<file path="src/ric_pkg.sv">
// Purpose: shared constants and carriers for the rom identity and calibration bank
// Assumes: 32-bit axi4-lite register access, one register per aligned word
// Notes:   register offsets are word indices; byte address is four times the index
package ric_pkg;

	// bus geometry
	localparam int ADDR_W = 12;
	localparam int DATA_W = 32;
	localparam int IDX_W  = 10;

	// register indices
	localparam logic [IDX_W-1:0] IDX_SERIAL_LOW   = 10'h08c;
	localparam logic [IDX_W-1:0] IDX_SERIAL_MID   = 10'h08d;
	localparam logic [IDX_W-1:0] IDX_SERIAL_TOP   = 10'h08e;
	localparam logic [IDX_W-1:0] IDX_CAL_THREE    = 10'h08f;
	localparam logic [IDX_W-1:0] IDX_CAL_ALT_REF  = 10'h090;
	localparam logic [IDX_W-1:0] IDX_CAL_FIVE     = 10'h091;
	localparam logic [IDX_W-1:0] IDX_CAL_SIX      = 10'h092;
	localparam logic [IDX_W-1:0] IDX_ROM_CHECK    = 10'h098;
	localparam logic [IDX_W-1:0] IDX_CHECK_CTRL   = 10'h0a0;
	localparam logic [IDX_W-1:0] IDX_CHECK_STATUS = 10'h0a1;

	// field positions
	localparam int SER_FORCED_BIT   = 0;
	localparam int SER_TOP_LSB      = 0;
	localparam int CAL_TOP_LSB      = 8;
	localparam int ALT_TRIM_W       = 14;
	localparam int CAL_FOUR_LSB     = 14;
	localparam int CHECK_BYTE_LSB   = 8;
	localparam int CTRL_RECHECK_BIT = 0;
	localparam int STAT_BUSY_BIT    = 0;
	localparam int STAT_DONE_BIT    = 1;
	localparam int STAT_BAD_BIT     = 2;
	localparam int STAT_CRC_LSB     = 8;

	// check code
	localparam logic [7:0] CRC_POLY   = 8'ha6;
	localparam logic [7:0] CRC_INIT   = 8'h00;
	localparam int         ROM_WORDS  = 7;
	localparam int         CRC_BITS   = ROM_WORDS * 16 + 8;
	localparam logic [6:0] CRC_LAST   = 7'h00;

	// reset values
	localparam logic [15:0] WORD_RESET = 16'h0000;
	localparam logic [7:0]  BYTE_RESET = 8'h00;

	// responses
	localparam logic [1:0] RESP_OKAY   = 2'b00;
	localparam logic [1:0] RESP_SLVERR = 2'b10;

	// factory rom output, word 0 is the lowest serial word
	typedef struct packed {
		logic [7:0]                 check_byte;
		logic [7:0]                 cal_byte_twelve;
		logic [ROM_WORDS-1:0][15:0] words;
	} ric_rom_s;

	typedef struct packed {
		logic              awvalid;
		logic [ADDR_W-1:0] awaddr;
		logic              wvalid;
		logic [DATA_W-1:0] wdata;
		logic [3:0]        wstrb;
		logic              bready;
		logic              arvalid;
		logic [ADDR_W-1:0] araddr;
		logic              rready;
	} ric_axi_req_s;

	typedef struct packed {
		logic              awready;
		logic              wready;
		logic              bvalid;
		logic [1:0]        bresp;
		logic              arready;
		logic              rvalid;
		logic [DATA_W-1:0] rdata;
		logic [1:0]        rresp;
	} ric_axi_rsp_s;

endpackage

</file>
<file path="src/ric_bank.sv">
// Purpose: read-only serial number and factory calibration bank with rom check
// Assumes: rom_image comes from the fuse array on the same clock and is stable
// Notes:   the image is captured after reset and on each recheck command given while no check runs;
//          bank reads return the captured factory contents, except bit zero of the lowest serial word, which reads as one
//
// Decided for this implementation: register access over AXI4-Lite.
`timescale 1ns/1ps

// Function
// bit zero of the lowest serial word always reads as one
// 40-bit serial split low 16, middle 16, top 8 over three registers
// software accepts a serial only when at least two bits are set
// third serial register holds calibration byte high, serial top byte low
// all bank registers are read-only and return factory rom contents
// bank contents are covered by the rom check against the stored byte
// alternate reference register: two cal bits high, 14-bit trim low
// 8-bit crc with generator 0xa6, stored byte in upper half of later word
// writes to bank registers change nothing and have no side effect
module ric_bank
(
	input  wire logic                   clk,
	input  wire logic                   rstn,
	input  wire ric_pkg::ric_rom_s      rom_image,
	input  wire ric_pkg::ric_axi_req_s  axi_req,
	output ric_pkg::ric_axi_rsp_s       axi_rsp,
	output logic                        check_busy,
	output logic                        check_bad
);
	import ric_pkg::*;

	typedef enum logic [1:0]
	{
		ST_LOAD  = 2'b00,
		ST_SHIFT = 2'b01,
		ST_IDLE  = 2'b10
	} ric_state_e;

	ric_state_e state;
	ric_state_e next_state;

	ric_rom_s          shadow;
	logic [7:0]        bit_left;
	logic [CRC_BITS-1:0] stream;
	logic              crc_clear;
	logic              crc_shift;
	logic              crc_din;
	logic [7:0]        crc_value;
	logic              check_done;
	logic              recheck_req;

	logic                wr_fire;
	logic [ADDR_W-1:0]   wr_addr;
	logic [DATA_W-1:0]   wr_data;
	logic                wr_err;
	logic                rd_fire;
	logic [ADDR_W-1:0]   rd_addr;
	logic [DATA_W-1:0]   rd_data;
	logic                rd_err;

	// word index from a byte address; the two low bits select no lane
	function automatic logic [IDX_W-1:0] word_index(input logic [ADDR_W-1:0] addr);
		word_index = addr[ADDR_W-1:2];
	endfunction

	// true for every index that answers with okay
	function automatic logic is_mapped(input logic [IDX_W-1:0] idx);
		unique case (idx)
			IDX_SERIAL_LOW, IDX_SERIAL_MID, IDX_SERIAL_TOP, IDX_CAL_THREE,
			IDX_CAL_ALT_REF, IDX_CAL_FIVE, IDX_CAL_SIX, IDX_ROM_CHECK,
			IDX_CHECK_CTRL, IDX_CHECK_STATUS:
				is_mapped = 1'b1;
			default:
				is_mapped = 1'b0;
		endcase
	endfunction

	ric_axil u_axil
	(
		.clk     (clk),
		.rstn    (rstn),
		.axi_req (axi_req),
		.axi_rsp (axi_rsp),
		.wr_fire (wr_fire),
		.wr_addr (wr_addr),
		.wr_data (wr_data),
		.wr_err  (wr_err),
		.rd_fire (rd_fire),
		.rd_addr (rd_addr),
		.rd_data (rd_data),
		.rd_err  (rd_err)
	);

	ric_crc8 u_crc
	(
		.clk   (clk),
		.rstn  (rstn),
		.clear (crc_clear),
		.shift (crc_shift),
		.din   (crc_din),
		.crc   (crc_value)
	);

	assign wr_err = !is_mapped(word_index(wr_addr));
	assign rd_err = !is_mapped(word_index(rd_addr));

	// only the control word reacts to a write; bank words have no write path
	assign recheck_req = wr_fire
		&& (word_index(wr_addr) == IDX_CHECK_CTRL)
		&& wr_data[CTRL_RECHECK_BIT];

	// sequencer: capture image, then run the check over it
	always_comb
	begin
		next_state = state;
		unique case (state)
			ST_LOAD:
				next_state = ST_SHIFT;
			ST_SHIFT:
				if (bit_left == {1'b0, CRC_LAST})
					next_state = ST_IDLE;
			ST_IDLE:
				if (recheck_req)
					next_state = ST_LOAD;
			default:
				next_state = ST_LOAD;
		endcase
	end

	always_ff @(posedge clk or negedge rstn)
	begin
		if (!rstn)
			state <= ST_LOAD;
		else
			state <= next_state;
	end

	// a fresh image is taken only between checks, so reads never see a half update
	always_ff @(posedge clk or negedge rstn)
	begin
		if (!rstn)
			shadow <= '0;
		else if (state == ST_LOAD)
			shadow <= rom_image;
	end

	// message order: lowest serial word first, msb first, then the byte beside the check
	always_comb
	begin
		stream = '0;
		for (int i = 0; i < ROM_WORDS; i++)
			stream[CRC_BITS-1-16*i -: 16] = shadow.words[i];
		stream[7:0] = shadow.cal_byte_twelve;
	end

	always_ff @(posedge clk or negedge rstn)
	begin
		if (!rstn)
			bit_left <= 8'h00;
		else if (state == ST_LOAD)
			bit_left <= 8'(CRC_BITS - 1);
		else if (state == ST_SHIFT && bit_left != 8'h00)
			bit_left <= bit_left - 8'h01;
	end

	assign crc_clear = (state == ST_LOAD);
	assign crc_shift = (state == ST_SHIFT);
	assign crc_din   = stream[bit_left[6:0]];

	// one crc step, used to fold in the final bit before it reaches the register
	function automatic logic [7:0] next_crc(input logic [7:0] c, input logic d);
		next_crc = {c[6:0], 1'b0} ^ ((c[7] ^ d) ? CRC_POLY : 8'h00);
	endfunction

	// done and bad describe the last finished check; restart clears them
	always_ff @(posedge clk or negedge rstn)
	begin
		if (!rstn)
		begin
			check_done <= 1'b0;
			check_bad  <= 1'b0;
		end
		else if (state == ST_LOAD)
		begin
			check_done <= 1'b0;
			check_bad  <= 1'b0;
		end
		else if (state == ST_SHIFT && next_state == ST_IDLE)
		begin
			check_done <= 1'b1;
			// the last bit shifts in on this edge, so compare the stepped value
			check_bad  <= (next_crc(crc_value, crc_din) != shadow.check_byte);
		end
	end

	assign check_busy = (state != ST_IDLE);

	// read decode; upper 16 bits of bank words read as zero
	always_comb
	begin
		rd_data = '0;
		unique case (word_index(rd_addr))
			IDX_SERIAL_LOW:
			begin
				rd_data[15:0]           = shadow.words[0];
				rd_data[SER_FORCED_BIT] = 1'b1;
			end
			IDX_SERIAL_MID:
				rd_data[15:0] = shadow.words[1];
			IDX_SERIAL_TOP:
			begin
				rd_data[SER_TOP_LSB +: 8] = shadow.words[2][7:0];
				rd_data[CAL_TOP_LSB +: 8] = shadow.words[2][15:8];
			end
			IDX_CAL_THREE:
				rd_data[15:0] = shadow.words[3];
			IDX_CAL_ALT_REF:
			begin
				rd_data[ALT_TRIM_W-1:0]    = shadow.words[4][ALT_TRIM_W-1:0];
				rd_data[CAL_FOUR_LSB +: 2] = shadow.words[4][15:14];
			end
			IDX_CAL_FIVE:
				rd_data[15:0] = shadow.words[5];
			IDX_CAL_SIX:
				rd_data[15:0] = shadow.words[6];
			IDX_ROM_CHECK:
			begin
				rd_data[7:0]                = shadow.cal_byte_twelve;
				rd_data[CHECK_BYTE_LSB +: 8] = shadow.check_byte;
			end
			IDX_CHECK_CTRL:
				rd_data = '0;
			IDX_CHECK_STATUS:
			begin
				rd_data[STAT_BUSY_BIT]     = check_busy;
				rd_data[STAT_DONE_BIT]     = check_done;
				rd_data[STAT_BAD_BIT]      = check_bad;
				rd_data[STAT_CRC_LSB +: 8] = crc_value;
			end
			default:
				rd_data = '0;
		endcase
	end

endmodule // ric_bank

</file>
<file path="src/ric_crc8.sv">
// Purpose: bit-serial 8-bit crc, msb first
// Assumes: one message bit per enabled cycle
// Notes:   clear takes priority over shift
`timescale 1ns/1ps
module ric_crc8
(
	input  wire logic       clk,
	input  wire logic       rstn,
	input  wire logic       clear,
	input  wire logic       shift,
	input  wire logic       din,
	output logic      [7:0] crc
);
	import ric_pkg::*;

	logic feedback;

	assign feedback = crc[7] ^ din;

	always_ff @(posedge clk or negedge rstn)
	begin
		if (!rstn)
			crc <= CRC_INIT;
		else if (clear)
			crc <= CRC_INIT;
		else if (shift)
			crc <= {crc[6:0], 1'b0} ^ (feedback ? CRC_POLY : 8'h00);
	end

endmodule // ric_crc8

</file>
<file path="src/ric_axil.sv">
// Purpose: axi4-lite slave front end, one write and one read at a time
// Assumes: address and data phases of a write may arrive in either order
// Notes:   read data is taken from the decode in the cycle the address is accepted
`timescale 1ns/1ps
module ric_axil
(
	input  wire logic                        clk,
	input  wire logic                        rstn,
	input  wire ric_pkg::ric_axi_req_s       axi_req,
	output ric_pkg::ric_axi_rsp_s            axi_rsp,
	output logic                             wr_fire,
	output logic      [ric_pkg::ADDR_W-1:0]  wr_addr,
	output logic      [ric_pkg::DATA_W-1:0]  wr_data,
	input  wire logic                        wr_err,
	output logic                             rd_fire,
	output logic      [ric_pkg::ADDR_W-1:0]  rd_addr,
	input  wire logic [ric_pkg::DATA_W-1:0]  rd_data,
	input  wire logic                        rd_err
);
	import ric_pkg::*;

	logic aw_held;
	logic w_held;
	logic bvalid;
	logic rvalid;
	logic [1:0] bresp;
	logic [1:0] rresp;
	logic [DATA_W-1:0] rdata;

	assign wr_fire = aw_held && w_held && !bvalid;
	assign rd_fire = axi_req.arvalid && !rvalid;
	assign rd_addr = axi_req.araddr;

	always_comb
	begin
		axi_rsp         = '0;
		axi_rsp.awready = !aw_held;
		axi_rsp.wready  = !w_held;
		axi_rsp.bvalid  = bvalid;
		axi_rsp.bresp   = bresp;
		axi_rsp.arready = !rvalid;
		axi_rsp.rvalid  = rvalid;
		axi_rsp.rdata   = rdata;
		axi_rsp.rresp   = rresp;
	end

	always_ff @(posedge clk or negedge rstn)
	begin
		if (!rstn)
		begin
			aw_held <= 1'b0;
			w_held  <= 1'b0;
			wr_addr <= '0;
			wr_data <= '0;
		end
		else
		begin
			if (axi_req.awvalid && !aw_held)
			begin
				aw_held <= 1'b1;
				wr_addr <= axi_req.awaddr;
			end
			else if (wr_fire)
				aw_held <= 1'b0;
			if (axi_req.wvalid && !w_held)
			begin
				w_held  <= 1'b1;
				wr_data <= axi_req.wdata;
			end
			else if (wr_fire)
				w_held <= 1'b0;
		end
	end

	always_ff @(posedge clk or negedge rstn)
	begin
		if (!rstn)
		begin
			bvalid <= 1'b0;
			bresp  <= RESP_OKAY;
		end
		else if (wr_fire)
		begin
			bvalid <= 1'b1;
			bresp  <= wr_err ? RESP_SLVERR : RESP_OKAY;
		end
		else if (axi_req.bready)
			bvalid <= 1'b0;
	end

	always_ff @(posedge clk or negedge rstn)
	begin
		if (!rstn)
		begin
			rvalid <= 1'b0;
			rdata  <= '0;
			rresp  <= RESP_OKAY;
		end
		else if (rd_fire)
		begin
			rvalid <= 1'b1;
			rdata  <= rd_data;
			rresp  <= rd_err ? RESP_SLVERR : RESP_OKAY;
		end
		else if (axi_req.rready)
			rvalid <= 1'b0;
	end

endmodule // ric_axil

</file>
<file path="config.mk">
export PLATFORM = sky130hd
export DESIGN_NAME = ric_bank
export DESIGN_NICKNAME = d
export VERILOG_FILES = /design/src/ric_pkg.sv /design/src/ric_bank.sv /design/src/ric_crc8.sv /design/src/ric_axil.sv
export SDC_FILE = /design/constraint.sdc
export NUM_CORES = 1
export LEC_CHECK = 0
export ABC_AREA = 1
export CAP_MARGIN = 30
export CORE_MARGIN = 3
export CORE_UTILIZATION = 57
export DETAILED_ROUTE_END_ITERATION = 8
export DONT_BUFFER_PORTS = 1
export PLACE_DENSITY_LB_ADDON = 0.08
export SYNTH_ARGS = -nofsm -noshare
export SYNTH_HDL_FRONTEND = slang
export SYNTH_HIERARCHICAL = 1
export SYNTH_SLANG_ARGS = --single-unit
</file>
<file path="constraint.sdc">
create_clock -name clk -period 2.3 [get_ports clk]
set_input_delay 0.115 -clock clk [delete_from_list [all_inputs] [get_ports clk]]
set_output_delay 0.115 -clock clk [all_outputs]
set_load 0.01 [all_outputs]
</file>
# --- Yosys cells after proc, flatten, opt, wreduce, memory -nomap -nowiden ---
# Cells that the tools add are included.
# W data, S select, Z words.
totals:
  ff_bits: 185
  in_bits: 195
  out_inout_bits: 43
  elab_cells: 105
classes:
  add_sub_neg: 1
  n_lt_le_gt_ge: 1
  n_eq_ne: 25
  mux: 28
  bitwise: 2
  reduce_logical: 25
ops:
  columns: ["op", "count"]
  rows:
  - ["$eq A10 B8 Y1 const B", 20]
  - ["$pmux W8 S9", 1]
  - ["$mux W8", 5]
  - ["$pmux W5 S8", 1]
  - ["$pmux W3 S9", 1]
  - ["$reduce_or A10 Y1", 2]
  - ["$mux W1", 14]
  - ["$reduce_bool A2 Y1", 7]
  - ["$logic_and A1 B1 Y1", 9]
  - ["$logic_not A8 Y1", 1]
  - ["$lt A7 B8 Y1 const B", 1]
  - ["$mux W2", 4]
  - ["$ne A8 B8 Y1", 1]
  - ["$reduce_bool A8 Y1", 1]
  - ["$sub A8 B1 Y8 const B", 1]
  - ["$xor A8 B8 Y8", 1]
  - ["$bmux W1 S7", 1]
  - ["$pmux W2 S3", 1]
  - ["$eq A2 B2 Y1 const B", 2]
  - ["$logic_not A1 Y1", 4]
  - ["$eq A2 B1 Y1 const B", 1]
  - ["$logic_not A2 Y1", 1]
  - ["$ne A2 B2 Y1 const B", 1]
  - ["$xor A1 B1 Y1", 1]

# --- Depth between registers and ports, before layout ---
depth:
  depth_word: 10
  mapped_depth: 18
  mapped_depth_nobuf: 17

# --- By module ---
# Netlist, hierarchy kept.
by_module_without_submodules:
  columns: ["module", "instances", "cells_each", "area_per_inst_um2", "seq_area_each_um2"]
  rows:
  - ["ric_bank", 1, 1108, 7838.8, 3503.4]
  - ["ric_axil", 1, 368, 3367.0, 2052.0]
  - ["ric_crc8", 1, 46, 354.1, 175.2]

# --- Worst setup path before layout ---
# No wires, ideal clock.
synth_timing:
  path_type: "register to register"
  startpoint: "register bit_left[1]"
  endpoint: "register check_bad"
  setup_time_ns: 0.119
  arrival_time_ns: 1.837
  required_ns: 2.181
  path_slack_ns: 0.344
  stages_incl_launch_ff: 15
  n_path_buf: 3
  period_less_slack_ns: 1.956
  cell_sequence: "dfrtp_1 -> buf_2 -> inv_2 -> buf_6 -> buf_6 -> ha_1 -> nand3_1 -> nor4_1 -> nand2_1 -> nor2_1 -> inv_1 -> nor3_1 -> nand3_1 -> nor2_1 -> nor2_1"
synth_via:
  elab_chain_len: 8
  word_cells_on_any_way: 14
  cone_classes: "eq/ne: 2; mux: 7; bitwise: 2; reduce/logical: 3"
synth_rtl:
  columns: ["element", "line", "source"]
  rows:
  - ["start, declared", "ric_bank.sv:42", "logic [7:0] bit_left;"]
  - ["start signal, assigned", "ric_bank.sv:160", "bit_left <= 8'(CRC_BITS - 1);"]
  - ["start signal, assigned", "ric_bank.sv:162", "bit_left <= bit_left - 8'h01;"]
  - ["$bmux W1 S7", "ric_bank.sv:167", "assign crc_din = stream[bit_left[6:0]];"]
  - ["$mux W1 (not written as such)", "ric_bank.sv:167", null]
  - ["$xor A1 B1 Y1", "ric_bank.sv:171", "next_crc = {c[6:0], 1'b0} ^ ((c[7] ^ d) ? CRC_POLY : 8'h00);"]
  - ["$mux W8", "ric_bank.sv:171", null]
  - ["$xor A8 B8 Y8", "ric_bank.sv:171", null]
  - ["$ne A8 B8 Y1", "ric_bank.sv:191", "check_bad <= (next_crc(crc_value, crc_din) != shadow.check_byte);"]
  - ["$mux W1", "ric_bank.sv:187", "else if (state == ST_SHIFT && next_state == ST_IDLE)"]
  - ["$mux W1", "ric_bank.sv:182", "else if (state == ST_LOAD)"]
  - ["end signal, assigned", "ric_bank.sv:191", null]
  - ["end, declared", "ric_bank.sv:27", "output logic check_bad"]
# Several ways; a longest one is shown, not always the timed one. The select of a mux whose other input is x is not followed.
# A chain may end at the register's enable or synchronous reset.

# --- Worst setup path in the final report ---
layout_timing:
  startpoint: "register bit_left[0]"
  endpoint: "register check_bad"
# Same word-level chain as after synthesis.

==> out/summary.txt <==
======================================================================================
Result of the run                                                         finished with violations
Violated checks                                                           negative hold slack
Floorplan row count                                                                 48
Wire length of the first global-routing pass                                  50600 µm
Critical path data arrival time                                                2500 ps
Die X-Extent                                                                    140 µm
Setup Total Neg Slack                                                             0 ps
Final worst hold slack                                                         -640 ps
Headroom to the max-slew limit                                                   54.2%
Commonest cells after routing, fill and taps aside                        509 x nand2_1, 195 x dfrtp_1, 157 x dlygate4sd3_1
Number of cells produced by synthesis                                             1383
Total global routing overflow                                                        0
Ratio of cells with drive above 1 in the final layout                            5.93%
Unrepaired setup endpoints after global routing                                     no
Insertion delay to the later sink of the worst-skew pair                        450 ps
Area of the multi-input gates                                                 4330 µm²
LEAKAGE                                                                        6.20 nW
Remaining design rule violation count                                                0
Power per standard cell area                                                671 nW/µm²
Fin nets                                                                          1717
Area taken by flip-flops and latches                                          4910 µm²
Count of clock tree sinks                                                          196
Number of max-slew violations in the final report                                    0
Detailed Routing Iterations Pass 1                                                   6
Type of the setup path with the least slack                                    reg2reg
Half-perimeter wire length of the detailed placement result                   21400 µm
Fmax                                                                         0.461 GHz
Final count of hold timing violations                                              196
Count of hold-fix buffers inserted at cts                                          157
Placement Setup Slack                                                          78.1 ps
Die outline height                                                              140 µm
Largest clock skew in the final design                                         13.3 ps
Number of warnings issued by yosys                                                   6
Maximum vdd ir drop                                                           0.544 mV
Worst setup EP type                                                          flip-flop
Final WS setup                                                                  132 ps
Number of placed instances, taps included                                         1565
Number of buffers between clock root and the deepest sink                            2
Total clock buffers created by CTS                                                  17
Total routing resource utilization after global routing                          32.9%
Synthesis-to-layout area growth                                                  23.8%
TritonCTS clock tree                                                              done
Post-Layout Cell Count                                                            1759
Starting density of the core                                                     58.8%
Number of global-route vias before repair                                         9464
Via density                                                                       5.65
Fraction of the cycle the final worst path needs                                 94.3%
Count of boundary I/O pins                                                         238
Actual slew at the worst max-slew pin                                           686 ps
Most common library cell in the layout ignoring fill and taps                  nand2_1
Detail Route Antenna Nets                                                            0
Final weighted congestion in routability-driven placement                        0.932
Highest net fanout along the worst path                                              8
Routed via count                                                                  9937
Clock slew at the register clock pins of the worst setup and hold paths          70 ps
Routed wire length per instance                                                18.5 µm
Path category of the worst min-delay check                                    in2async
Post-layout min period                                                         2170 ps
Netlist area before placement                                                10200 µm²
Number of endpoints failing setup at the final stage                                 0
Fillcell total                                                                    1332
Mean post-synth cell area                                                     7.41 µm²
Pin count of the biggest net entering global routing                               197
Routed Wire Length                                                            32600 µm
Full die area                                                                19600 µm²
CTS H-Tree Depth                                                                     4
Core utilization of the finished layout                                          72.9%
Max Cap Viol                                                                         0
Initial antenna violation count                                                      0
Area inside the core boundary                                                17400 µm²
Required arrival time at the worst endpoint                                    2630 ps
Inserted Diodes                                                                      0
Worst setup SP type                                                          flip-flop
Clock Root Buffer                                                            clkbuf_16
First-iteration detailed-routing DRC count                                        1092
Buffers on Ports                                                                     0
======================================================================================
==> layer usage <==
metal / global-route usage, % / up-vias / wire length (µm)
li1: - / 4644 / -
met1: 44.8 / 4713 / 13400
met2: 52.0 / 493 / 15100
met3: 8.23 / 87 / 3060
met4: 10.9 / 0 / 1010
met5: 0 / - / 0
==> report_power, final <==
part / total [mW] / internal, mW / switching [mW]
sequential: 4.19 / 3.81 / 0.376
clock: 3.11 / 1.73 / 1.37
combinational: 1.21 / 0.546 / 0.669
total: 8.51 / 6.09 / 2.42
==> worst paths after layout <==
kind	from	to	slack [ps]	depth (start not counted)
min in group clk	axi_req[64]	u_axil/wr_addr[3]	50	3
setup / recovery	bit_left[0]	check_bad	130	12
setup reg to reg	bit_left[0]	check_bad	130	12
hold / removal	rstn	u_axil/rdata[7]	-640	0
max in group asynchronous	rstn	shadow[75]	2680	0
hold reg to reg	u_axil/wr_addr[6]	u_axil/wr_addr[6]	480	2
==> metrics by stage <==
step	power (mW)	instance area (µm²)
detailed placement	5.15	10400
finish	8.51	12700
global route	8.89	12700
global placement	5.12	10400
CTS	8.50	12500
floorplan	4.98	10300
==> sequential cells by signal (all words and copies together) (netlist names), 2 cells and up <==
register / flops
bit_left: 8
shadow: 128
state: 2
u_axil/wr_addr: 10
u_axil/rdata: 32
u_crc/crc: 7
==> worst max-delay path, cell delays in order, from the launching register on <==
cell	delay [ps]
dfrtp_2	490
inv_8	140
buf_4	120
ha_1	180
nand3_1	140
nor4_4	180
nand2_1	100
nor2_1	170
inv_1	140
nor3_1	150
nand3_1	100
nor2_1	110
nor2_1	50
==> repair_timing <==
item / 4_1_cts / 5_1_grt
setup buffers: 0 / 2
resized for setup: 0 / 19
setup endpoints to repair: 0 / 5
hold endpoints to repair: 353 / 196
==> area by class of cell <==
class,instances,share of cell area [%]
clock inverters,13,1.35
repair buffers,188,15.3
clock buffers,19,3.41
multi-input cells,954,34.1
well taps,225,2.22
flip-flops and latches,196,38.7
inverters,164,4.95
Note: power is estimated with default switching activity, not from simulation.
